<file path="src/inc/regulator_control_pkg.sv">
// Constants for the regulator control register bank
package regulator_control_pkg;
   // Functional-page addresses
   localparam logic [7:0] ADDR_REF_OUT_CTL   = 8'h6A;
   localparam logic [7:0] ADDR_BACKUP_CTL    = 8'h6B;
   localparam logic [7:0] ADDR_REG_A_CTL     = 8'h6C;
   localparam logic [7:0] ADDR_REG_B_CTL     = 8'h6D;
   // Field positions
   localparam int         REF_ON_BIT         = 0;
   localparam int         OFF_MODE_BIT       = 7;
   localparam int         LOW_POWER_BIT      = 6;
   localparam int         STANDBY_OFF_BIT    = 5;
   localparam int         ON_BIT             = 4;
   localparam int         VCODE_MSB          = 3;
   localparam int         BACKUP_CODE_MSB    = 2;
   // Writable masks
   localparam logic [7:0] REF_OUT_MASK       = 8'h01;
   localparam logic [7:0] BACKUP_MASK        = 8'h07;
   localparam logic [7:0] LINEAR_MASK        = 8'hFF;
   // Reset values of fixed fields and the OTP field mask
   localparam logic [7:0] REF_OUT_RESET      = 8'h00;
   localparam logic [7:0] LINEAR_FIXED_RESET = 8'h00;
   localparam logic [7:0] OTP_FIELD_MASK     = 8'h1F;
   // Only legal backup voltage code (3.0 V)
   localparam logic [2:0] BACKUP_CODE_VALID  = 3'h6;
   // Regulator operating modes
   typedef enum logic [3:0] {
      MODE_OFF   = 4'h1,
      MODE_ON    = 4'h2,
      MODE_LOWP  = 4'h4,
      MODE_SLEEP = 4'h8
   } reg_mode_t;
endpackage

</file>
<file path="src/hw/linear_reg_mode.sv">
// Mode selector for one linear regulator
`timescale 1ns/1ns
module linear_reg_mode
   import regulator_control_pkg::*;
(
   // Control register
   input  wire logic [7:0] ctl_i,
   // System state
   input  wire logic       standby_i,
   input  wire logic       low_power_cond_i,
   input  wire logic       turn_off_i,
   // Resulting mode
   output reg_mode_t       mode_o
);
   always_comb begin
      if (turn_off_i) begin
         mode_o = ctl_i[OFF_MODE_BIT] ? MODE_SLEEP : MODE_OFF;
      end else if (!ctl_i[ON_BIT]) begin
         mode_o = MODE_OFF;
      end else if (standby_i && ctl_i[STANDBY_OFF_BIT]) begin
         mode_o = MODE_OFF;
      end else if (low_power_cond_i && ctl_i[LOW_POWER_BIT]) begin
         mode_o = MODE_LOWP;
      end else begin
         mode_o = MODE_ON;
      end
   end
endmodule // linear_reg_mode

</file>
<file path="src/hw/regulator_control_registers.sv">
// Control registers for reference, backup and two linear regulators
//
// Summary of operation
// Bit 0 of reference control turns the DDR reference output on.
// Reference control at 0x6A, resets to zero, only bit 0 exists.
// Backup voltage code sits in bits 2:0; bits 7:3 read zero.
// Only code 110 is valid and default; host must not write others.
// Backup control at 0x6B; code resets from OTP configuration.
// On enable-pin turn-off, regulator A goes off (bit7=0) or sleep (bit7=1).
// Regulator A may enter low power only while bit 6 is set.
// In standby, regulator A is off when bit 5 is set.
// Bit 4 enables regulator A.
// Regulator A voltage code comes from bits 3:0.
// Regulator A control at 0x6C; bits 7:5 zero, 4:0 from OTP.
// On turn-off, regulator B goes off (bit7=0) or sleep (bit7=1).
// Regulator B control at 0x6D with same field layout, 7:5 reset zero.
// All registers readable and writable at any time, no locking; writes are dropped in the OTP load cycle after reset.
// Bit 4 enables regulator B.
// In standby, regulator B is off when bit 5 is set.
// Regulator B may enter low power only while bit 6 is set.
// Unimplemented bits read zero; writes to them are ignored.
`timescale 1ns/1ns
module regulator_control_registers
   import regulator_control_pkg::*;
(
   // Clock and reset
   input  wire logic       ref_clk_i,
   input  wire logic       rst_i,
   // Register port from serial control logic
   input  wire logic [7:0] addr_i,
   input  wire logic       wr_en_i,
   input  wire logic [7:0] wr_data_i,
   input  wire logic       rd_en_i,
   output logic      [7:0] rd_data_o,
   // OTP defaults, sampled after reset release
   input  wire logic [2:0] otp_backup_code_i,
   input  wire logic [4:0] otp_reg_a_i,
   input  wire logic [4:0] otp_reg_b_i,
   // System state
   input  wire logic       standby_i,
   input  wire logic       low_power_cond_i,
   input  wire logic       turn_off_i,
   // Analog controls
   output logic            reference_output_on_o,
   output logic      [2:0] backup_voltage_code_o,
   output logic            reg_a_on_o,
   output logic            reg_a_sleep_o,
   output logic            reg_a_low_power_o,
   output logic      [3:0] reg_a_voltage_code_o,
   output logic            reg_b_on_o,
   output logic            reg_b_sleep_o,
   output logic            reg_b_low_power_o,
   output logic      [3:0] reg_b_voltage_code_o
);

   logic      [7:0] ref_ctl_reg,    ref_ctl_next;
   logic      [7:0] backup_ctl_reg, backup_ctl_next;
   logic      [7:0] reg_a_ctl_reg,  reg_a_ctl_next;
   logic      [7:0] reg_b_ctl_reg,  reg_b_ctl_next;
   logic            otp_load_reg,   otp_load_next;
   logic      [7:0] rd_data_reg,    rd_data_next;
   reg_mode_t       mode_a;
   reg_mode_t       mode_b;

   // Masked write of a register
   function automatic logic [7:0] masked_write(input logic [7:0] mask,
                                               input logic [7:0] data);
      masked_write = data & mask;
   endfunction

   // Write strobe aimed at one register address
   function automatic logic write_hit(input logic       en,
                                      input logic [7:0] addr,
                                      input logic [7:0] target);
      write_hit = en && (addr == target);
   endfunction

   // Host writes, held off while the OTP load runs
   logic            wr_ok;
   assign wr_ok = wr_en_i && !otp_load_reg;

   // One-shot OTP load on the first edge after reset
   always_comb begin
      otp_load_next = 1'b0;
   end

   always_ff @(posedge ref_clk_i) begin
      if (rst_i) begin
         otp_load_reg <= 1'b1;
      end else begin
         otp_load_reg <= otp_load_next;
      end
   end

   // Reference output control register
   always_comb begin
      ref_ctl_next = ref_ctl_reg;
      if (write_hit(wr_ok, addr_i, ADDR_REF_OUT_CTL)) begin
         ref_ctl_next = masked_write(REF_OUT_MASK, wr_data_i);
      end
   end

   always_ff @(posedge ref_clk_i) begin
      if (rst_i) begin
         ref_ctl_reg <= REF_OUT_RESET;
      end else begin
         ref_ctl_reg <= ref_ctl_next;
      end
   end

   // Backup supply control register
   always_comb begin
      backup_ctl_next = backup_ctl_reg;
      if (otp_load_reg) begin
         backup_ctl_next = {5'h00, otp_backup_code_i};
      end else if (write_hit(wr_ok, addr_i, ADDR_BACKUP_CTL)) begin
         backup_ctl_next = masked_write(BACKUP_MASK, wr_data_i);
      end
   end

   always_ff @(posedge ref_clk_i) begin
      if (rst_i) begin
         backup_ctl_reg <= {5'h00, BACKUP_CODE_VALID};
      end else begin
         backup_ctl_reg <= backup_ctl_next;
      end
   end

   // Regulator A control register
   always_comb begin
      reg_a_ctl_next = reg_a_ctl_reg;
      if (otp_load_reg) begin
         reg_a_ctl_next = LINEAR_FIXED_RESET | ({3'h0, otp_reg_a_i} & OTP_FIELD_MASK);
      end else if (write_hit(wr_ok, addr_i, ADDR_REG_A_CTL)) begin
         reg_a_ctl_next = masked_write(LINEAR_MASK, wr_data_i);
      end
   end

   always_ff @(posedge ref_clk_i) begin
      if (rst_i) begin
         reg_a_ctl_reg <= LINEAR_FIXED_RESET;
      end else begin
         reg_a_ctl_reg <= reg_a_ctl_next;
      end
   end

   // Regulator B control register
   always_comb begin
      reg_b_ctl_next = reg_b_ctl_reg;
      if (otp_load_reg) begin
         reg_b_ctl_next = LINEAR_FIXED_RESET | ({3'h0, otp_reg_b_i} & OTP_FIELD_MASK);
      end else if (write_hit(wr_ok, addr_i, ADDR_REG_B_CTL)) begin
         reg_b_ctl_next = masked_write(LINEAR_MASK, wr_data_i);
      end
   end

   always_ff @(posedge ref_clk_i) begin
      if (rst_i) begin
         reg_b_ctl_reg <= LINEAR_FIXED_RESET;
      end else begin
         reg_b_ctl_reg <= reg_b_ctl_next;
      end
   end

   // Read data
   always_comb begin
      rd_data_next = rd_data_reg;
      if (rd_en_i) begin

         unique case (addr_i)
            ADDR_REF_OUT_CTL: rd_data_next = ref_ctl_reg & REF_OUT_MASK;
            ADDR_BACKUP_CTL:  rd_data_next = backup_ctl_reg & BACKUP_MASK;
            ADDR_REG_A_CTL:   rd_data_next = reg_a_ctl_reg;
            ADDR_REG_B_CTL:   rd_data_next = reg_b_ctl_reg;
            default:          rd_data_next = 8'h00;
         endcase
      end
   end

   always_ff @(posedge ref_clk_i) begin
      if (rst_i) begin
         rd_data_reg <= 8'h00;
      end else begin
         rd_data_reg <= rd_data_next;
      end
   end

   // Mode decoding shared by both regulators
   function automatic logic mode_running(input reg_mode_t mode);
      mode_running = (mode == MODE_ON) || (mode == MODE_LOWP);
   endfunction

   function automatic logic mode_sleeping(input reg_mode_t mode);
      mode_sleeping = (mode == MODE_SLEEP);
   endfunction

   function automatic logic mode_low_power(input reg_mode_t mode);
      mode_low_power = (mode == MODE_LOWP);
   endfunction

   function automatic logic [3:0] vcode_field(input logic [7:0] ctl);
      vcode_field = ctl[VCODE_MSB:0];
   endfunction

   // Regulator mode selection
   linear_reg_mode u_mode_a (
      .ctl_i            (reg_a_ctl_reg),
      .standby_i        (standby_i),
      .low_power_cond_i (low_power_cond_i),
      .turn_off_i       (turn_off_i),
      .mode_o           (mode_a)
   );

   linear_reg_mode u_mode_b (
      .ctl_i            (reg_b_ctl_reg),
      .standby_i        (standby_i),
      .low_power_cond_i (low_power_cond_i),
      .turn_off_i       (turn_off_i),
      .mode_o           (mode_b)
   );

   // Reference output enable
   logic            ref_on_reg,      ref_on_next;

   always_comb begin
      ref_on_next = ref_ctl_reg[REF_ON_BIT];
   end

   always_ff @(posedge ref_clk_i) begin
      if (rst_i) begin
         ref_on_reg <= 1'b0;
      end else begin
         ref_on_reg <= ref_on_next;
      end
   end

   // Backup supply voltage code
   logic      [2:0] backup_code_reg, backup_code_next;

   always_comb begin
      backup_code_next = backup_ctl_reg[BACKUP_CODE_MSB:0];
   end

   always_ff @(posedge ref_clk_i) begin
      if (rst_i) begin
         backup_code_reg <= BACKUP_CODE_VALID;
      end else begin
         backup_code_reg <= backup_code_next;
      end
   end

   // Regulator A controls
   logic            a_on_reg,        a_on_next;
   logic            a_sleep_reg,     a_sleep_next;
   logic            a_lowp_reg,      a_lowp_next;
   logic      [3:0] a_code_reg,      a_code_next;

   always_comb begin
      a_on_next    = mode_running(mode_a);
      a_sleep_next = mode_sleeping(mode_a);
      a_lowp_next  = mode_low_power(mode_a);
      a_code_next  = vcode_field(reg_a_ctl_reg);
   end

   always_ff @(posedge ref_clk_i) begin
      if (rst_i) begin
         a_on_reg    <= 1'b0;
         a_sleep_reg <= 1'b0;
         a_lowp_reg  <= 1'b0;
         a_code_reg  <= 4'h0;
      end else begin
         a_on_reg    <= a_on_next;
         a_sleep_reg <= a_sleep_next;
         a_lowp_reg  <= a_lowp_next;
         a_code_reg  <= a_code_next;
      end
   end

   // Regulator B controls
   logic            b_on_reg,        b_on_next;
   logic            b_sleep_reg,     b_sleep_next;
   logic            b_lowp_reg,      b_lowp_next;
   logic      [3:0] b_code_reg,      b_code_next;

   always_comb begin
      b_on_next    = mode_running(mode_b);
      b_sleep_next = mode_sleeping(mode_b);
      b_lowp_next  = mode_low_power(mode_b);
      b_code_next  = vcode_field(reg_b_ctl_reg);
   end

   always_ff @(posedge ref_clk_i) begin
      if (rst_i) begin
         b_on_reg    <= 1'b0;
         b_sleep_reg <= 1'b0;
         b_lowp_reg  <= 1'b0;
         b_code_reg  <= 4'h0;
      end else begin
         b_on_reg    <= b_on_next;
         b_sleep_reg <= b_sleep_next;
         b_lowp_reg  <= b_lowp_next;
         b_code_reg  <= b_code_next;
      end
   end

   assign rd_data_o             = rd_data_reg;
   assign reference_output_on_o = ref_on_reg;
   assign backup_voltage_code_o = backup_code_reg;
   assign reg_a_on_o            = a_on_reg;
   assign reg_a_sleep_o         = a_sleep_reg;
   assign reg_a_low_power_o     = a_lowp_reg;
   assign reg_a_voltage_code_o  = a_code_reg;
   assign reg_b_on_o            = b_on_reg;
   assign reg_b_sleep_o         = b_sleep_reg;
   assign reg_b_low_power_o     = b_lowp_reg;
   assign reg_b_voltage_code_o  = b_code_reg;

endmodule // regulator_control_registers

</file>
<file path="config.mk">
export PLATFORM = sky130hd
export DESIGN_NAME = regulator_control_registers
export DESIGN_NICKNAME = d
export VERILOG_FILES = /design/src/inc/regulator_control_pkg.sv /design/src/hw/linear_reg_mode.sv /design/src/hw/regulator_control_registers.sv
export SDC_FILE = /design/constraint.sdc
export NUM_CORES = 1
export LEC_CHECK = 0
export BUFFER_PORTS_ARGS = -buffer_cell sky130_fd_sc_hd__buf_2
export CAP_MARGIN = 5
export CORE_AREA = 2 2 75 56
export DETAILED_ROUTE_END_ITERATION = 6
export DIE_AREA = 0 0 77 58
export PLACE_DENSITY_LB_ADDON = 0.12
export REMOVE_ABC_BUFFERS = 1
export SYNTH_ARGS = -nofsm -noshare
export SYNTH_HDL_FRONTEND = slang
export SYNTH_SLANG_ARGS = --single-unit
</file>
<file path="constraint.sdc">
create_clock -name ref_clk_i -period 2.87 [get_ports ref_clk_i]
set_input_delay 0.1435 -clock ref_clk_i [delete_from_list [all_inputs] [get_ports ref_clk_i]]
set_output_delay 0.1435 -clock ref_clk_i [all_outputs]
set_load 0.01 [all_outputs]
</file>
# After elaboration in Yosys (flattened, before gate mapping)
# Cells that the tools add are included.
# totals
input_bits,36
output_inout_bits,26
wordCells,62
ff_bits,47
# classes
mux,18
n_reduce_logical,16
n_eq_ne,10
# ops
cell,n
$eq A8 B7 Y1 const B,4
$mux W4,8
$pmux W8 S4,1
$mux W5,4
$mux W3,4
$logic_and A1 B1 Y1,9
$eq A4 B2 Y1 const B,2
$eq A4 B3 Y1 const B,2
$eq A4 B4 Y1 const B,2
$reduce_bool A2 Y1,3
$logic_or A1 B1 Y1,2
$reduce_or A2 Y1,1
$logic_not A1 Y1,1
$mux W1,1

# Depth between registers and ports, before layout
# logic_depth
depth_word,7
ltp_mapped,5
depth_no_buf,4

# By module
# From an unflattened synthesis, not the netlist that was laid out.
# hier_totals
cells_unflattened,216
hier_area_um2,2083.2
# modules_own_cells
mod,area_each_um2,instances,seq_area_each_um2,cells_per_inst
regulator_control_registers,1963.1,1,940.9,200
linear_reg_mode,60.1,2,0.0,8

# Worst setup path after synthesis
# Ideal clock, no wire load.
# synth_timing
path_type,input to register
startpoint,input addr_i[7]
endpoint,register reg_b_ctl_reg[0]
n_path_buf,1
arrival_time_ps,1483
setup_time_ps,121
t_required_ps,2749
slack_ps,1265
cell_stages,5
path_cell_list,nand4bb_4 or4_4 buf_6 and2b_4 mux2_4
# synth_between
elab_chain_len,3
# synth_rtl
element,line_no,source
start: declaration,regulator_control_registers.sv:30,"input wire logic [7:0] addr_i,"
$eq A8 B7 Y1,regulator_control_registers.sv:75,write_hit = en && (addr == target);
$logic_and A1 B1 Y1,regulator_control_registers.sv:75,
$reduce_bool A2 Y1 (no source line),--,
end signal: assignment,regulator_control_registers.sv:161,reg_b_ctl_reg <= reg_b_ctl_next;
end: declaration,regulator_control_registers.sv:59,"logic [7:0] reg_b_ctl_reg, reg_b_ctl_next;"
# No other way between the ends.
# A chain may end at the register's enable or synchronous reset.

# Worst setup path after layout
# layout_timing
startpoint,register otp_load_reg
endpoint,register backup_ctl_reg[2]
# layout_between
elab_chain_len,4
elab_cells_between_ends,5
# layout_rtl
element,line_no,source
start: declaration,regulator_control_registers.sv:60,"logic otp_load_reg, otp_load_next;"
start signal: assignment,regulator_control_registers.sv:91,otp_load_reg <= otp_load_next;
$logic_not A1 Y1,regulator_control_registers.sv:80,assign wr_ok = wr_en_i && !otp_load_reg;
$logic_and A1 B1 Y1,regulator_control_registers.sv:80,
$logic_and A1 B1 Y1,regulator_control_registers.sv:75,
$reduce_bool A2 Y1 (no source line),--,
end signal: assignment,regulator_control_registers.sv:123,"backup_ctl_reg <= {5'h00, BACKUP_CODE_VALID};"
end signal: assignment,regulator_control_registers.sv:125,backup_ctl_reg <= backup_ctl_next;
end: declaration,regulator_control_registers.sv:57,"logic [7:0] backup_ctl_reg, backup_ctl_next;"
# Parallel ways exist; a longest one is shown, timed or not.

==> metrics.txt <==
# TYPE chip_impl_metric gauge
chip_impl_info{name="run_status",value="completed"} 1
chip_impl_metric{name="area_of_the_multi_input_gates",unit="sq um"} 889.6
chip_impl_metric{name="synth_adder_area_share",unit="%"} 0
chip_impl_metric{name="first_pass_iters",unit=""} 4
chip_impl_info{name="tritoncts",value="built"} 1
chip_impl_metric{name="finalWirelength",unit="um"} 4329
chip_impl_metric{name="dp_hpwl",unit="um"} 3019
chip_impl_metric{name="design.core.area",unit="sq mm"} 0.003756
chip_impl_metric{name="placementRows",unit=""} 19
chip_impl_metric{name="critical_path_arrival",unit="ps"} 1930
chip_impl_metric{name="gr-total-overflow",unit=""} 0
chip_impl_metric{name="grt_first_pass_wirelength",unit="um"} 6644
chip_impl_metric{name="via_per_inst",unit=""} 5.026
chip_impl_metric{name="worst_hold_slack",unit="ps"} 56.68
chip_impl_metric{name="ys_ff_latch",unit=""} 47
chip_impl_metric{name="drive_gt1_share",unit="%"} 32.03
chip_impl_metric{name="antenna_violations_before_repair",unit=""} 0
chip_impl_info{name="crit_chain",value="or2_2 > nor2_1 > a211oi_1"} 1
chip_impl_metric{name="swShare",unit="%"} 21.07
chip_impl_metric{name="die_area",unit="sq mm"} 0.004466
chip_impl_metric{name="synth_compound_area_share",unit="%"} 11.34
chip_impl_metric{name="worstSkewPairLatency",unit="ps"} 300
chip_impl_metric{name="cts_post_setup_buffers_inserted",unit=""} 0
chip_impl_info{name="worst_hold_check_path_type",value="in2reg"} 1
chip_impl_metric{name="p_per_area",unit="mW/mm^2"} 577.7
chip_impl_metric{name="timing.final.setup_violations",unit=""} 0
chip_impl_metric{name="period_needed",unit="ps"} 1718
chip_impl_info{name="root_buffer",value="clkbuf_8"} 1
chip_impl_metric{name="combPwrFrac",unit="%"} 8.6
chip_impl_metric{name="leakage_dissipation",unit="nW"} 1.105
chip_impl_metric{name="synth_simple_gate_area_share",unit="%"} 22.94
chip_impl_metric{name="critPathMaxFanout",unit=""} 23
chip_impl_metric{name="number_of_fillers_in_the_final_layout",unit=""} 353
chip_impl_metric{name="clkSlewWorstSetupHoldPaths",unit="ps"} 90
chip_impl_metric{name="total_power_consumption",unit="mW"} 1.368
chip_impl_info{name="worst-setup-path-type",value="reg2reg"} 1
chip_impl_metric{name="xor_xnor_cell_area_share_of_the_yosys_netlist",unit="%"} 0
chip_impl_metric{name="cts.sinks",unit=""} 47
chip_impl_metric{name="seq_power_share",unit="%"} 50.3
chip_impl_metric{name="num_io_pins",unit=""} 62
chip_impl_metric{name="portBuffers",unit=""} 61
chip_impl_metric{name="area_growth_syn_to_layout",unit="%"} 23.98
chip_impl_metric{name="placed_standard_cell_area",unit="sq mm"} 0.002235
chip_impl_metric{name="cts_hold_buffers",unit=""} 0
chip_impl_metric{name="critPathBufInv",unit=""} 0
chip_impl_metric{name="cts.htree.levels",unit=""} 2
chip_impl_metric{name="timing.slew.headroom",unit="%"} 38.88
chip_impl_metric{name="worst_pin_slew",unit="ps"} 915.5
chip_impl_metric{name="die_w",unit="um"} 77
chip_impl_metric{name="fraction_of_the_yosys_area_taken_by_sequential_cells",unit="%"} 49.28
chip_impl_metric{name="drv.max_cap_violation_count",unit=""} 0
chip_impl_metric{name="multiplexer_share_of_the_synthesized_area",unit="%"} 12.32
chip_impl_metric{name="post-place-cells",unit=""} 300
chip_impl_info{name="leading_cell_types_in_the_layout_fill_and_taps_excluded",value="61 x buf_2, 47 x dfxtp_1, 21 x nor2_1"} 1
chip_impl_metric{name="detail-route-antenna-nets",unit=""} 0
chip_impl_metric{name="critical_path_required",unit="ps"} 3090
chip_impl_metric{name="gp_congestion",unit=""} 0.7939
chip_impl_info{name="critical_path.top_delay_family",value="flip-flops"} 1
chip_impl_info{name="endpoint_kind",value="flip-flop"} 1
chip_impl_metric{name="aggregate_negative_setup_slack",unit="ps"} 0
chip_impl_metric{name="regArea",unit="sq um"} 940.9
chip_impl_metric{name="syn-instance-count",unit=""} 197
chip_impl_metric{name="synth_area",unit="sq mm"} 0.001909
chip_impl_metric{name="synth_enable_flop_cells",unit=""} 0
chip_impl_metric{name="pin_count_of_the_biggest_net_entering_global_routing",unit=""} 40
chip_impl_metric{name="antennaDiodeCount",unit=""} 0
chip_impl_metric{name="clock_power_share",unit="%"} 41.1
chip_impl_info{name="layout_commonest_cell",value="buf_2"} 1
chip_impl_metric{name="first_global_vias",unit=""} 1370
chip_impl_info{name="yosys_most_used_dff",value="dfxtp_1"} 1
chip_impl_metric{name="mapped_avg_cell_area",unit="sq um"} 9.692
chip_impl_metric{name="grt.total_usage",unit="%"} 19.52
chip_impl_metric{name="max_clock_freq",unit="GHz"} 0.5820
chip_impl_metric{name="numCtsBuffers",unit=""} 5
chip_impl_metric{name="drt_first_iter_violations",unit=""} 55
chip_impl_metric{name="die_height",unit="um"} 58
chip_impl_metric{name="vdd.ir_drop.worst",unit="mV"} 0.4118
chip_impl_metric{name="vias",unit=""} 1548
chip_impl_metric{name="stdcell_area",unit="sq mm"} 0.002367
chip_impl_info{name="setup.worst_path.start_class",value="flip-flop"} 1
chip_impl_metric{name="synthArstFlopShare",unit="%"} 0
chip_impl_metric{name="final-max-slew-violation-count",unit=""} 0
chip_impl_metric{name="post_route_skew",unit="ps"} 9.551
chip_impl_metric{name="initial_utilization",unit="%"} 50.83
chip_impl_metric{name="clk_path_buf_depth",unit=""} 2
chip_impl_metric{name="ys_types",unit=""} 35
chip_impl_metric{name="p_int",unit="mW"} 1.079
chip_impl_metric{name="post_cts_resized",unit=""} 0
chip_impl_metric{name="remaining_drc_errors",unit=""} 0
chip_impl_metric{name="max_stage_delay",unit="ps"} 930
chip_impl_metric{name="layout.cells.non_filler",unit=""} 308
chip_impl_metric{name="final_nets",unit=""} 291
chip_impl_metric{name="report.final.hold_viol_count",unit=""} 0
chip_impl_info{name="combinational_family_with_the_most_area_after_synthesis",value="simple AND/OR/NAND/NOR gates"} 1
chip_impl_metric{name="synth.yosys.warnings",unit=""} 0
chip_impl_metric{name="fin_crit_sh",unit="%"} 59.86
chip_impl_info{name="critical_path.slowest_cell",value="dfxtp_1"} 1
chip_impl_info{name="rsz0062_at_grt",value="no"} 1
chip_impl_metric{name="post_drt_wl_per_cell",unit="um"} 14.06
chip_impl_metric{name="netSwitchingPower",unit="mW"} 0.2882
cells in the mapped netlist (all sizes together) (5+ instances only):
cell type | count | share of area, %
clkbuf | 7 | 1.4
nor2 | 21 | 4.1
dfxtp | 47 | 49
a2bb2oi | 5 | 2.3
nand2b | 5 | 1.6
nor3 | 6 | 1.8
inv | 8 | 1.6
nand2 | 17 | 3.3
nor2b | 11 | 3.6
mux2 | 5 | 3.9
mux2i | 16 | 8.4
a21oi | 14 | 3.7
kinds of logic after synthesis:
group | Yosys count
compound gates | 32
buf+inv | 19
flops | 47
mux | 21
simple gates | 78
power groups by stage:
stage	combinational [mW]	clock [mW]	sequential, mW
final	0.118	0.562	0.688
after global routing	0.128	0.601	0.691
after CTS	0.118	0.570	0.688
after detailed placement	0.116	0	0.703
after global placement	0.116	0	0.703
after floorplan	0.0559	0	0.703
per-stage QoR:
step | util [%] | setup slack [ps]
final | 63.02 | 1152
after detailed placement | 59.49 | 1165
after CTS | 63.02 | 1179
after floorplan | - | 1327
after global routing | 63.02 | 1035
after global placement | 59.49 | 1181
cell type report:
| class | instances | area share [%] |
|---|---|---|
| Clock buffer | 6 | 3.066 |
| Multi-Input combinational cell | 131 | 37.58 |
| Timing Repair Buffer | 61 | 12.90 |
| Clock inverter | 2 | 2.537 |
| Inverter | 9 | 1.427 |
| Tap cell | 52 | 2.748 |
| Sequential cell | 47 | 39.75 |
worst reg2reg max path, cell delays in order (launching register included):
cell and delay [ps]:
dfxtp_1 930, or2_2 390, nor2_1 100, a211oi_1 220
per-layer routing:
| metal | global-route usage [%] | part of all wire, % | up-vias |
|---|---|---|---|
| met5 | 0 | 0 | - |
| met4 | 6.888 | 1.3 | 0 |
| met3 | 4.984 | 5.6 | 7 |
| met2 | 29.20 | 43 | 45 |
| met1 | 27.74 | 50 | 701 |
| li1 | - | - | 795 |
worst paths after layout:
check / from / to / slack (ps) / cells after the start
max: otp_load_reg$_DFF_P_ / backup_ctl_reg[2]$_SDFFE_PP1P_ / 1150 / 3
min: standby_i / reg_b_on_o$_SDFF_PP0_ / 60 / 2
max reg2reg: otp_load_reg$_DFF_P_ / backup_ctl_reg[2]$_SDFFE_PP1P_ / 1150 / 3
min reg2reg: rd_data_o[1]$_SDFFE_PP0P_ / rd_data_o[1]$_SDFFE_PP0P_ / 470 / 2
Note: power is estimated with default switching activity, not from simulation.
